### src/rtl/gcd_pkg.sv
// Package for the graphics command decoder: opcodes, register map, cycle counts, carrier types.
// Assumes one 250 MHz clock; host words are 16 bits wide.
package gcd_pkg;
	// Register word offsets on the plain register port
	localparam logic [3:0] REG_CMD = 4'h0;
	localparam logic [3:0] REG_RDATA = 4'h1;
	localparam logic [3:0] REG_STATUS = 4'h2;
	localparam logic [3:0] REG_CYCLES = 4'h3;
	localparam logic [3:0] REG_DP_LOW = 4'h4;
	localparam logic [3:0] REG_DP_HIGH = 4'h5;
	localparam logic [3:0] REG_CUR_X = 4'h6;
	localparam logic [3:0] REG_CUR_Y = 4'h7;
	// Status bit positions
	localparam int ST_BUSY = 0;
	localparam int ST_RD_FULL = 1;
	localparam int ST_ORIGIN = 2;
	// Upper six opcode bits
	localparam logic [5:0] OP_ORIGIN = 6'h01;
	localparam logic [5:0] OP_PREG_WR = 6'h02;
	localparam logic [5:0] OP_PREG_RD = 6'h03;
	localparam logic [5:0] OP_PAT_WR = 6'h06;
	localparam logic [5:0] OP_PAT_RD = 6'h07;
	localparam logic [5:0] OP_DMA_RD = 6'h09;
	localparam logic [5:0] OP_DMA_WR = 6'h0A;
	localparam logic [5:0] OP_DMA_CHG = 6'h0B;
	localparam logic [5:0] OP_WORD_RD = 6'h11;
	localparam logic [5:0] OP_WORD_WR = 6'h12;
	localparam logic [5:0] OP_WORD_CHG = 6'h13;
	localparam logic [5:0] OP_AREA_FILL = 6'h16;
	localparam logic [5:0] OP_AREA_MFILL = 6'h17;
	localparam logic [5:0] OP_ABS_MOVE = 6'h20;
	localparam logic [5:0] OP_REL_MOVE = 6'h21;
	localparam logic [5:0] OP_PAINT = 6'h32;
	localparam logic [5:0] OP_DOT = 6'h33;
	// Execution cycle counts; the pattern counts are bases added to four cycles per word
	localparam logic [17:0] CYC_ORIGIN = 18'h00008;
	localparam logic [17:0] CYC_PREG = 18'h00006;
	localparam logic [17:0] CYC_PAT_WR = 18'h00008;
	localparam logic [17:0] CYC_PAT_RD = 18'h0000A;
	localparam logic [17:0] CYC_WORD_RD = 18'h0000C;
	localparam logic [17:0] CYC_WORD_WR = 18'h00008;
	localparam logic [17:0] CYC_REL_MOVE = 18'h00038;
	localparam logic [17:0] CYC_DOT = 18'h00008;
	localparam logic [17:0] CYC_OTHER = 18'h00001;
	// Per-dot cycle factors by pixel logic mode
	localparam logic [2:0] DOT_FACTOR_LOW = 3'h4;
	localparam logic [2:0] DOT_FACTOR_HIGH = 3'h6;
	// Drawing mode fields carried by a drawing command word
	typedef struct packed {
		logic [2:0] area;
		logic [1:0] col;
		logic [2:0] pixel_logic_mode;
	} gcd_mode_t;
	// Drawing pointer: screen, 20 bit word address, pixel bit field
	typedef struct packed {
		logic [1:0] screen;
		logic [3:0] pix;
		logic [19:0] addr;
	} gcd_ptr_t;
	typedef enum logic [1:0] {PH_IDLE, PH_PARAM, PH_EXEC} gcd_phase_t;
endpackage : gcd_pkg

### src/rtl/gcd_decoder.sv
// Graphics command decoder: takes host command and parameter words, decodes them,
// latches drawing fields and pointers, and counts out each command's execution cycles.
// Assumes the host polls the busy bit before writing and reads results one word at a time.
// Operation
// RULE_01: Origin opcode takes two parameters, eight cycles
// RULE_02: Host sets origin before any drawing command
// RULE_03: Origin sets drawing base and screen select
// RULE_04: Origin words split into screen, address, pixel
// RULE_05: Origin loads drawing pointer, clears current position
// RULE_06: Parameter write stores one word, six cycles
// RULE_07: Parameter read has no parameters, six cycles
// RULE_08: Parameter read result goes to read port
// RULE_09: Pattern write takes index, count, n words
// RULE_10: Pattern read takes count, 4n+10 cycles
// RULE_11: DMA commands take horizontal and vertical counts
// RULE_12: Word read 12 cycles, write/change eight
// RULE_13: Area fills take data and two counts
// RULE_14: Copies carry direction bits, five words
// RULE_15: Leading one marks drawing command with modes
// RULE_16: Multi-segment commands take count, n pairs
// RULE_17: Moves take two coordinates, relative 56 cycles
// RULE_18: Pattern size high byte vertical, low horizontal
// RULE_19: Pixel copies take source and extent, five words
// RULE_20: Paint edge flag selects stop condition
// RULE_21: Arc direction flag one means clockwise
// RULE_22: Dot factor four or six by logic mode
// RULE_23: All parameters consumed before next command
//
// The address map and the address-and-strobe port are this design's own decisions.
`timescale 1ns/10ps
module gcd_decoder (
	input wire logic clk_i,
	input wire logic resetn_i,
	input wire logic [3:0] reg_addr_i,
	input wire logic [15:0] reg_wdata_i,
	input wire logic reg_we_i,
	input wire logic reg_re_i,
	output logic [15:0] reg_rdata_o,
	output logic busy_o,
	output gcd_pkg::gcd_mode_t draw_mode_o,
	output logic [2:0] dot_factor_o,
	output logic fill_stop_equal_o,
	output logic arc_clockwise_o,
	output gcd_pkg::gcd_ptr_t drawing_pointer_o,
	output logic [15:0] cur_x_o,
	output logic [15:0] cur_y_o,
	output logic [15:0] horizontal_word_count_o,
	output logic [15:0] vertical_line_count_o,
	output logic [1:0] mask_mode_o,
	output logic source_dir_o,
	output logic [2:0] scan_direction_code_o,
	output logic [15:0] source_addr_high_o,
	output logic [15:0] source_addr_low_o,
	output logic [15:0] fill_data_o,
	output logic [7:0] pattern_height_o,
	output logic [7:0] pattern_width_o
);
	import gcd_pkg::*;

	// All block state in one struct
	typedef struct packed {
		gcd_phase_t phase;
		logic busy;
		logic [15:0] cmd;
		logic [15:0] idx;
		logic [16:0] left;
		logic [15:0] cnt;
		logic [15:0] hold;
		logic [17:0] timer;
		logic [15:0] last_cyc;
		logic [15:0] rd_left;
		logic [3:0] ptr;
		logic [15:0] rd_word;
		logic rd_full;
		logic origin_set;
		logic [15:0] rdata;
		gcd_mode_t mode;
		logic [2:0] factor;
		logic stop_eq;
		logic arc_cw;
		gcd_ptr_t dp;
		logic [15:0] cx;
		logic [15:0] cy;
		logic [15:0] ax;
		logic [15:0] ay;
		logic [1:0] mm;
		logic sdir;
		logic [2:0] scan_direction_code;
		logic [15:0] source_addr_high;
		logic [15:0] source_addr_low;
		logic [15:0] fdata;
		logic [15:0] psize;
		logic [31:0][15:0] preg;
		logic [15:0][15:0] pat;
	} gcd_state_t;

	gcd_state_t s;
	gcd_state_t next_s;

	// Fixed word count of a command, including the command word itself and any count word
	function automatic logic [2:0] words_of(input logic [5:0] op);
		logic [2:0] w;
		w = 3'h1;
		casez (op)
			OP_ORIGIN: w = 3'h3; // RULE_01
			OP_PREG_WR: w = 3'h2; // RULE_06
			OP_PREG_RD: w = 3'h1; // RULE_07
			OP_PAT_WR: w = 3'h2; // RULE_09
			OP_PAT_RD: w = 3'h2; // RULE_10
			6'b0010??: w = (op[1:0] == 2'b00) ? 3'h1 : 3'h3; // RULE_11
			OP_WORD_RD: w = 3'h1; // RULE_12
			6'b01001?: w = 3'h2; // RULE_12
			6'b01011?: w = 3'h4; // RULE_13
			6'b011???: w = 3'h5; // RULE_14
			6'b1000??: w = 3'h3; // RULE_17
			6'b10010?: w = 3'h3;
			6'b10011?: w = 3'h2; // RULE_16
			6'b10100?: w = 3'h2; // RULE_16
			6'b101010: w = 3'h2;
			6'b101011: w = 3'h4;
			6'b10110?: w = 3'h5;
			6'b10111?: w = 3'h7;
			6'b11000?: w = 3'h3;
			6'b1101??: w = 3'h2; // RULE_18
			6'b111???: w = 3'h5; // RULE_19
			default: w = 3'h1;
		endcase
		return w;
	endfunction : words_of

	// Commands whose first parameter is a count that lengthens them
	function automatic logic is_var(input logic [5:0] op);
		return (op == OP_PAT_WR) || (op[5:1] == 5'b10011) || (op[5:1] == 5'b10100);
	endfunction : is_var

	// Two-coordinate commands that leave the current position at their end point
	function automatic logic is_xy(input logic [5:0] op);
		return (op[5:2] == 4'b1000) || (op[5:1] == 5'b10010) || (op[5:1] == 5'b11000);
	endfunction : is_xy

	// Cycle count of a command; data-dependent drawing time belongs to the drawing datapath
	function automatic logic [17:0] cycles_of(input logic [5:0] op, input logic [15:0] n);
		logic [17:0] c;
		c = CYC_OTHER;
		case (op)
			OP_ORIGIN: c = CYC_ORIGIN; // RULE_01
			OP_PREG_WR: c = CYC_PREG; // RULE_06
			OP_PREG_RD: c = CYC_PREG; // RULE_07
			OP_PAT_WR: c = {n, 2'b00} + CYC_PAT_WR; // RULE_09
			OP_PAT_RD: c = {n, 2'b00} + CYC_PAT_RD; // RULE_10
			OP_WORD_RD: c = CYC_WORD_RD; // RULE_12
			OP_WORD_WR: c = CYC_WORD_WR; // RULE_12
			OP_WORD_CHG: c = CYC_WORD_WR; // RULE_12
			OP_REL_MOVE: c = CYC_REL_MOVE; // RULE_17
			OP_DOT: c = CYC_DOT;
			default: c = CYC_OTHER;
		endcase
		return c;
	endfunction : cycles_of

	logic [5:0] op;
	logic [15:0] w;
	logic cmd_wr;
	logic rd_pop;

	assign op = s.cmd[15:10];
	assign w = reg_wdata_i;
	assign cmd_wr = reg_we_i && (reg_addr_i == REG_CMD);
	assign rd_pop = reg_re_i && (reg_addr_i == REG_RDATA);

	// Next-state logic: register reads, command decode, parameter collection, execution
	always_comb begin
		logic done;
		logic [5:0] wop;
		logic [17:0] cyc;
		done = 1'b0;
		wop = w[15:10];
		cyc = CYC_OTHER;
		next_s = s;

		// Register read port; data stands in the following cycle only
		next_s.rdata = 16'h0000;
		if (reg_re_i) begin
			case (reg_addr_i)
				REG_RDATA: next_s.rdata = s.rd_word;
				REG_STATUS: next_s.rdata = {13'h0, s.origin_set, s.rd_full, s.phase != PH_IDLE};
				REG_CYCLES: next_s.rdata = s.last_cyc;
				REG_DP_LOW: next_s.rdata = s.dp.addr[15:0];
				REG_DP_HIGH: next_s.rdata = {s.dp.screen, 6'h00, s.dp.pix, s.dp.addr[19:16]};
				REG_CUR_X: next_s.rdata = s.cx;
				REG_CUR_Y: next_s.rdata = s.cy;
				default: next_s.rdata = 16'h0000;
			endcase
		end
		// Reading the result word empties the holding register
		if (rd_pop) begin
			next_s.rd_full = 1'b0;
		end

		case (s.phase)
			PH_IDLE: begin
				if (cmd_wr) begin
					next_s.cmd = w;
					next_s.idx = 16'h0001;
					next_s.ptr = w[3:0];
					// Drawing command word carries the mode fields
					if (w[15]) begin
						next_s.mode.area = w[7:5]; // RULE_15
						next_s.mode.col = w[4:3]; // RULE_15
						next_s.mode.pixel_logic_mode = w[2:0]; // RULE_15
						next_s.factor = w[2] ? DOT_FACTOR_HIGH : DOT_FACTOR_LOW; // RULE_22
					end
					if (wop == OP_PAINT) begin
						next_s.stop_eq = ~w[8]; // RULE_20
					end
					if (wop[5:2] == 4'b1011) begin
						next_s.arc_cw = w[8]; // RULE_21
					end
					// Copy families carry source direction and scan code
					if (w[14:13] == 2'b11) begin
						next_s.sdir = w[11]; // RULE_14
						next_s.scan_direction_code = w[10:8]; // RULE_14
					end
					if ((wop == OP_DMA_CHG) || (wop == OP_WORD_CHG) || (wop == OP_AREA_MFILL)) begin
						next_s.mm = w[1:0]; // RULE_11
					end
					if (words_of(wop) == 3'h1) begin
						done = 1'b1;
					end else begin
						next_s.phase = PH_PARAM;
						next_s.left = is_var(wop) ? 17'h00001 : {14'h0, words_of(wop) - 3'h1};
					end
				end
			end
			PH_PARAM: begin
				// Words are taken strictly in order until the command is complete
				if (cmd_wr) begin
					next_s.idx = s.idx + 16'h0001; // RULE_23
					next_s.left = s.left - 17'h00001; // RULE_23
					casez (op)
						OP_ORIGIN: begin
							if (s.idx == 16'h0001) begin
								next_s.hold = w;
							end else begin
								next_s.dp.screen = s.hold[15:14]; // RULE_04
								next_s.dp.pix = s.hold[7:4]; // RULE_04
								next_s.dp.addr = {s.hold[3:0], w}; // RULE_04
								next_s.cx = 16'h0000; // RULE_05
								next_s.cy = 16'h0000; // RULE_05
								next_s.origin_set = 1'b1; // RULE_03
							end
						end
						OP_PREG_WR: next_s.preg[s.cmd[4:0]] = w; // RULE_06
						OP_PAT_WR: begin
							if (s.idx == 16'h0001) begin
								next_s.cnt = w;
								next_s.left = {1'b0, w}; // RULE_09
							end else begin
								next_s.pat[s.ptr] = w; // RULE_09
								next_s.ptr = s.ptr + 4'h1;
							end
						end
						OP_PAT_RD: begin
							next_s.cnt = w; // RULE_10
							next_s.rd_left = w;
						end
						6'b0010??: begin
							if (s.idx == 16'h0001) begin
								next_s.ax = w; // RULE_11
							end else begin
								next_s.ay = w; // RULE_11
							end
						end
						6'b01001?: next_s.fdata = w; // RULE_12
						6'b01011?: begin
							case (s.idx[1:0])
								2'h1: next_s.fdata = w; // RULE_13
								2'h2: next_s.ax = w; // RULE_13
								default: next_s.ay = w; // RULE_13
							endcase
						end
						6'b?11???: begin
							case (s.idx[2:0])
								3'h1: next_s.source_addr_high = w; // RULE_19
								3'h2: next_s.source_addr_low = w; // RULE_19
								3'h3: next_s.ax = w; // RULE_14
								default: next_s.ay = w; // RULE_14
							endcase
						end
						6'b1101??: next_s.psize = w; // RULE_18
						6'b10011?, 6'b10100?: begin
							if (s.idx == 16'h0001) begin
								next_s.left = {w, 1'b0}; // RULE_16
							end
						end
						default: begin
							// Coordinates of moves, lines, rectangles
							if (is_xy(op)) begin
								if (s.idx == 16'h0001) begin
									next_s.hold = w;
								end else if (op[0]) begin
									next_s.cx = s.cx + s.hold; // RULE_17
									next_s.cy = s.cy + w; // RULE_17
								end else begin
									next_s.cx = s.hold; // RULE_17
									next_s.cy = w; // RULE_17
								end
							end
						end
					endcase
					// Last word, or a count of zero, ends collection
					if ((next_s.left == 17'h00000) || (s.left == 17'h00001 && !is_var(op))) begin
						done = 1'b1;
					end
				end
			end
			PH_EXEC: begin
				// Pattern words go out one at a time as the host takes them
				if ((s.rd_left != 16'h0000) && (!s.rd_full || rd_pop)) begin
					next_s.rd_word = s.pat[s.ptr]; // RULE_10
					next_s.rd_full = 1'b1;
					next_s.ptr = s.ptr + 4'h1;
					next_s.rd_left = s.rd_left - 16'h0001;
				end
				if (s.timer != 18'h00000) begin
					next_s.timer = s.timer - 18'h00001;
				end else if (s.rd_left == 16'h0000) begin
					next_s.phase = PH_IDLE;
				end
			end
			default: next_s.phase = PH_IDLE;
		endcase

		// Command complete: start the execution count
		if (done) begin
			cyc = cycles_of(next_s.cmd[15:10], next_s.cnt);
			next_s.phase = PH_EXEC;
			next_s.left = 17'h00000;
			next_s.timer = cyc - 18'h00001;
			next_s.last_cyc = cyc[15:0];
			if (next_s.cmd[15:10] == OP_PREG_RD) begin
				next_s.rd_word = s.preg[next_s.cmd[4:0]]; // RULE_08
				next_s.rd_full = 1'b1; // RULE_08
			end
		end
		// Busy kept as its own flop so the pin is not decoded from the phase
		next_s.busy = (next_s.phase != PH_IDLE);
	end

	// State register
	always_ff @(posedge clk_i or negedge resetn_i) begin
		if (!resetn_i) begin
			s <= '0;
		end else begin
			s <= next_s;
		end
	end

	// Outputs straight from the state register
	assign reg_rdata_o = s.rdata;
	assign busy_o = s.busy;
	assign draw_mode_o = s.mode;
	assign dot_factor_o = s.factor;
	assign fill_stop_equal_o = s.stop_eq;
	assign arc_clockwise_o = s.arc_cw;
	assign drawing_pointer_o = s.dp;
	assign cur_x_o = s.cx;
	assign cur_y_o = s.cy;
	assign horizontal_word_count_o = s.ax;
	assign vertical_line_count_o = s.ay;
	assign mask_mode_o = s.mm;
	assign source_dir_o = s.sdir;
	assign scan_direction_code_o = s.scan_direction_code;
	assign source_addr_high_o = s.source_addr_high;
	assign source_addr_low_o = s.source_addr_low;
	assign fill_data_o = s.fdata;
	assign pattern_height_o = s.psize[15:8];
	assign pattern_width_o = s.psize[7:0];
endmodule : gcd_decoder

### config.mk
export PLATFORM = sky130hd
export DESIGN_NAME = gcd_decoder
export DESIGN_NICKNAME = d
export VERILOG_FILES = /design/src/rtl/gcd_pkg.sv /design/src/rtl/gcd_decoder.sv
export SDC_FILE = /design/constraint.sdc
export NUM_CORES = 2
export LEC_CHECK = 0
export BUFFER_PORTS_ARGS = -buffer_cell sky130_fd_sc_hd__buf_4
export CAP_MARGIN = 30
export CORE_MARGIN = 2
export CORE_UTILIZATION = 50
export DETAILED_ROUTE_END_ITERATION = 10
export PLACE_DENSITY = 0.69
export SETUP_SLACK_MARGIN = 0.2
export SLEW_MARGIN = 30
export SYNTH_ARGS = -nofsm -noshare
export SYNTH_HDL_FRONTEND = slang
export SYNTH_SLANG_ARGS = --single-unit
### constraint.sdc
create_clock -name clk_i -period 4.3 [get_ports clk_i]
set_clock_uncertainty 0.05 [all_clocks]
set_input_delay 0.86 -clock clk_i [delete_from_list [all_inputs] [get_ports clk_i]]
set_output_delay 0.86 -clock clk_i [all_outputs]
set_load 0.02 [all_outputs]
==> reports/metrics.yaml <==
placeableCoreArea_um2: 109000
ys_seq_area_share_pct: 50.4
grt_max_degree: 125
synth_top_family_by_area: "multiplexers"
p_leak_nw: 29.9
antenna_left: 0
reg2reg_slack_ns: 0.20
critPathMaxFanout: 14
p_sw_mw: 6.16
grt_pass1_wl_um: 254000
synth_xor_area_share_pct: 1.05
p_sw_share_pct: 25.6
max_slew_margin_pct: 34.0
final-seq-area_um2: 27700
cp.arrival_ns: 4.61
final.setup.worst_slack_ns: 0.204
drive_above_1_share_pct: 32.2
crit_path_end_kind: "flip-flop"
synth-seq-cells: 1106
multi_input_area_um2: 24400
power_frac_seq_pct: 46.2
ys_async_sr_fraction_pct: 100
finalMaxSlewViolations: 0
timing.hold.ws_ns: 0.0899
cts_buffer_depth: 3
start_util_pct: 50.4
wl_um: 167000
post-place-ws_ns: -0.319
rsz0062_at_grt: "true"
p_per_area_nw_per_um2: 379
gp_congestion: 0.987
final_util_pct: 58.2
setup.worst_path.start_class: "flip-flop"
muxShareOfSynthArea_pct: 19.5
io_pins: 214
synth.distinct_cells: 85
cap_viol_max_count: 0
cts-htree-levels: 3
syn_area_um2: 55000
syn_avg_cell_area_um2: 10.7
drc: 0
clock_latency_ns: 0.73
fillers: 8920
period_needed_ns: 4.10
cts_root_buf: "clkbuf_16"
synth_compound_area_share_pct: 8.73
portBuffers: 212
die_h_um: 336
gr-total-overflow: 0
grt_pass1_vias: 40800
cts-buffers-inserted: 114
wl_per_cell_um: 24.7
antenna_found_initial: 13
syn_nets: 5209
setup_viol: 0
nets: 5344
synth-simple-area-share_pct: 13.1
dieArea_um2: 113000
viasPerCell: 6.13
yosys_warnings: 0
cts_tree: "built"
grtUsageTotal_pct: 29.5
pwr-share-clk_pct: 42.7
core.rowCount: 121
drtPass1Iterations: 6
min_period_over_period_pct: 95.3
synth_edf_count: 0
syn_to_final_growth_pct: 15.5
combPwrFrac_pct: 11.1
worst_pin_slew_ns: 0.988
fmax_mhz: 244
hold_viol: 0
design_area_um2: 63500
critPathRequiredTime_ns: 4.81
vdd_drop_max_mv: 0.377
clkSinkCount: 1106
synthAdderAreaFrac_pct: 1.21
synth-main-ff-cell: "dfrtp_1"
clkSlewWorstSetupHoldPaths_ns: 0.06
drtIter0Drc: 4229
worstHoldPathType: "in2async"
power.internal_mw: 17.9
status: "finished clean"
dpl_cell_area_um2: 59200
crit_type: "reg2reg"
synth_cells: 5133
vias: 41600
die_w_um: 336
tns_ns: 0
hpwl_um: 108000
-- cell families after synthesis --
logic type | count (synthesis)
xor+xnor | 66
buf+inv | 667
compound gates | 753
fa+ha+maj | 52
simple gates | 1610
flops | 1106
other cells | 1
mux | 878
-- final timing paths --
check | cells after the start | startpoint | end
worst max-delay path | 12 | s[1091] | s[962]
worst min-delay path | 1 | resetn_i | s[984]
worst max register to register | 12 | s[1091] | s[962]
worst min register to register | 1 | s[957] | s[957]
max in group asynchronous | 2 | resetn_i | s[481]
min in group clk_i | 1 | s[957] | s[957]
-- flip-flops by register name (all words and copies together) (netlist names) --
signal                   flops
op                           6
vertical_line_count_o       16
source_addr_low_o           16
reg_rdata_o                 16
fill_data_o                 16
source_addr_high_o          16
arc_clockwise_o              1
mask_mode_o                  2
cur_x_o                     16
pattern_height_o             8
cur_y_o                     16
draw_mode_o                  7
pattern_width_o              8
source_dir_o                 1
s                          912
busy_o                       1
drawing_pointer_o           26
fill_stop_equal_o            1
scan_direction_code_o        3
horizontal_word_count_o     16
dot_factor_o                 2
-- critical path: stages (launching register included) --
cell and delay [ns]:
dfrtp_1 0.46, nor4_4 0.32, nand4_1 0.26, a211oi_2 0.41, mux2i_1 0.30, nand4_1 0.14, or4b_4 0.62, o21ai_4 0.21
buf_12 0.15, nand3_1 0.12, buf_12 0.19, a211oi_1 0.59, a31oi_1 0.09
-- power by group through the flow --
stage	combinational [mW]	clock, mW	sequential (mW)
5_1_grt	2.86	10.8	11.1
6_report	2.67	10.3	11.1
4_1_cts	2.63	10.4	11.1
2_1_floorplan	1.75	0	11.1
3_3_place_gp	2.58	0	11.3
3_5_place_dp	2.61	0	11.3
-- placed cells by master (no fill, tap or decap), types with 46 or more instances in the layout --
cell | netlist | layout
o21ai_0 | 326 | 321
a31oi_1 | 55 | 54
mux2i_1 | 56 | 49
inv_1 | 58 | 56
a21oi_1 | 68 | 63
buf_4 | 188 | 556
buf_12 | 0 | 60
clkbuf_16 | 0 | 115
and3_1 | 56 | 56
mux2_2 | 741 | 740
a311oi_1 | 80 | 79
nand3_1 | 316 | 314
xnor2_1 | 48 | 48
nand2_1 | 909 | 904
nor2_1 | 138 | 136
ha_1 | 50 | 46
mux4_2 | 80 | 80
dfrtp_1 | 1106 | 1101
-- stage by stage --
step	power (mW)	instances
final	24.0	6780
after global routing	24.8	6778
after CTS	24.1	6766
after detailed placement	13.9	6553
after global placement	13.8	6553
after floorplan	12.8	5133
-- area by class of cell --
class | instances | share of cell area (%)
Clock inverter | 45 | 0.889
Timing Repair Buffer | 623 | 8.60
Sequential cell | 1106 | 43.6
Inverter | 63 | 0.388
Multi-Input combinational cell | 3360 | 38.4
Clock buffer | 166 | 5.28
Antenna cell | 3 | 0.0118
Tap cell | 1414 | 2.79
-- timing repair --
action,4_1_cts,5_1_grt
setup buffers,2,11
hold buffers,0,0
endpoints found under the setup margin,6,25
gates resized for setup,5,41
pin swaps,0,15
-- routing by layer --
metal  global-route usage, %  part of all wire (%)  up-vias
li1                        -                     -    18200
met1                    39.2                    40    21100
met2                    47.1                    46     1871
met3                    5.38                   8.2      420
met4                    13.9                   5.1        4
met5                       0                 0.016        -
-- Yosys cell counts (58+ instances only) --
master / count / area (µm²)
inv_1: 58 / 218
dfrtp_1: 1106 / 27700
a21oi_1: 68 / 340
mux2_2: 741 / 8340
clkbuf_1: 347 / 1300
buf_4: 188 / 1410
nand3_1: 316 / 1580
o21ai_0: 326 / 1630
a311oi_1: 80 / 701
nand2_1: 909 / 3410
nor2_1: 138 / 518
mux4_2: 80 / 1800
Note: power is estimated with default switching activity, not from simulation.
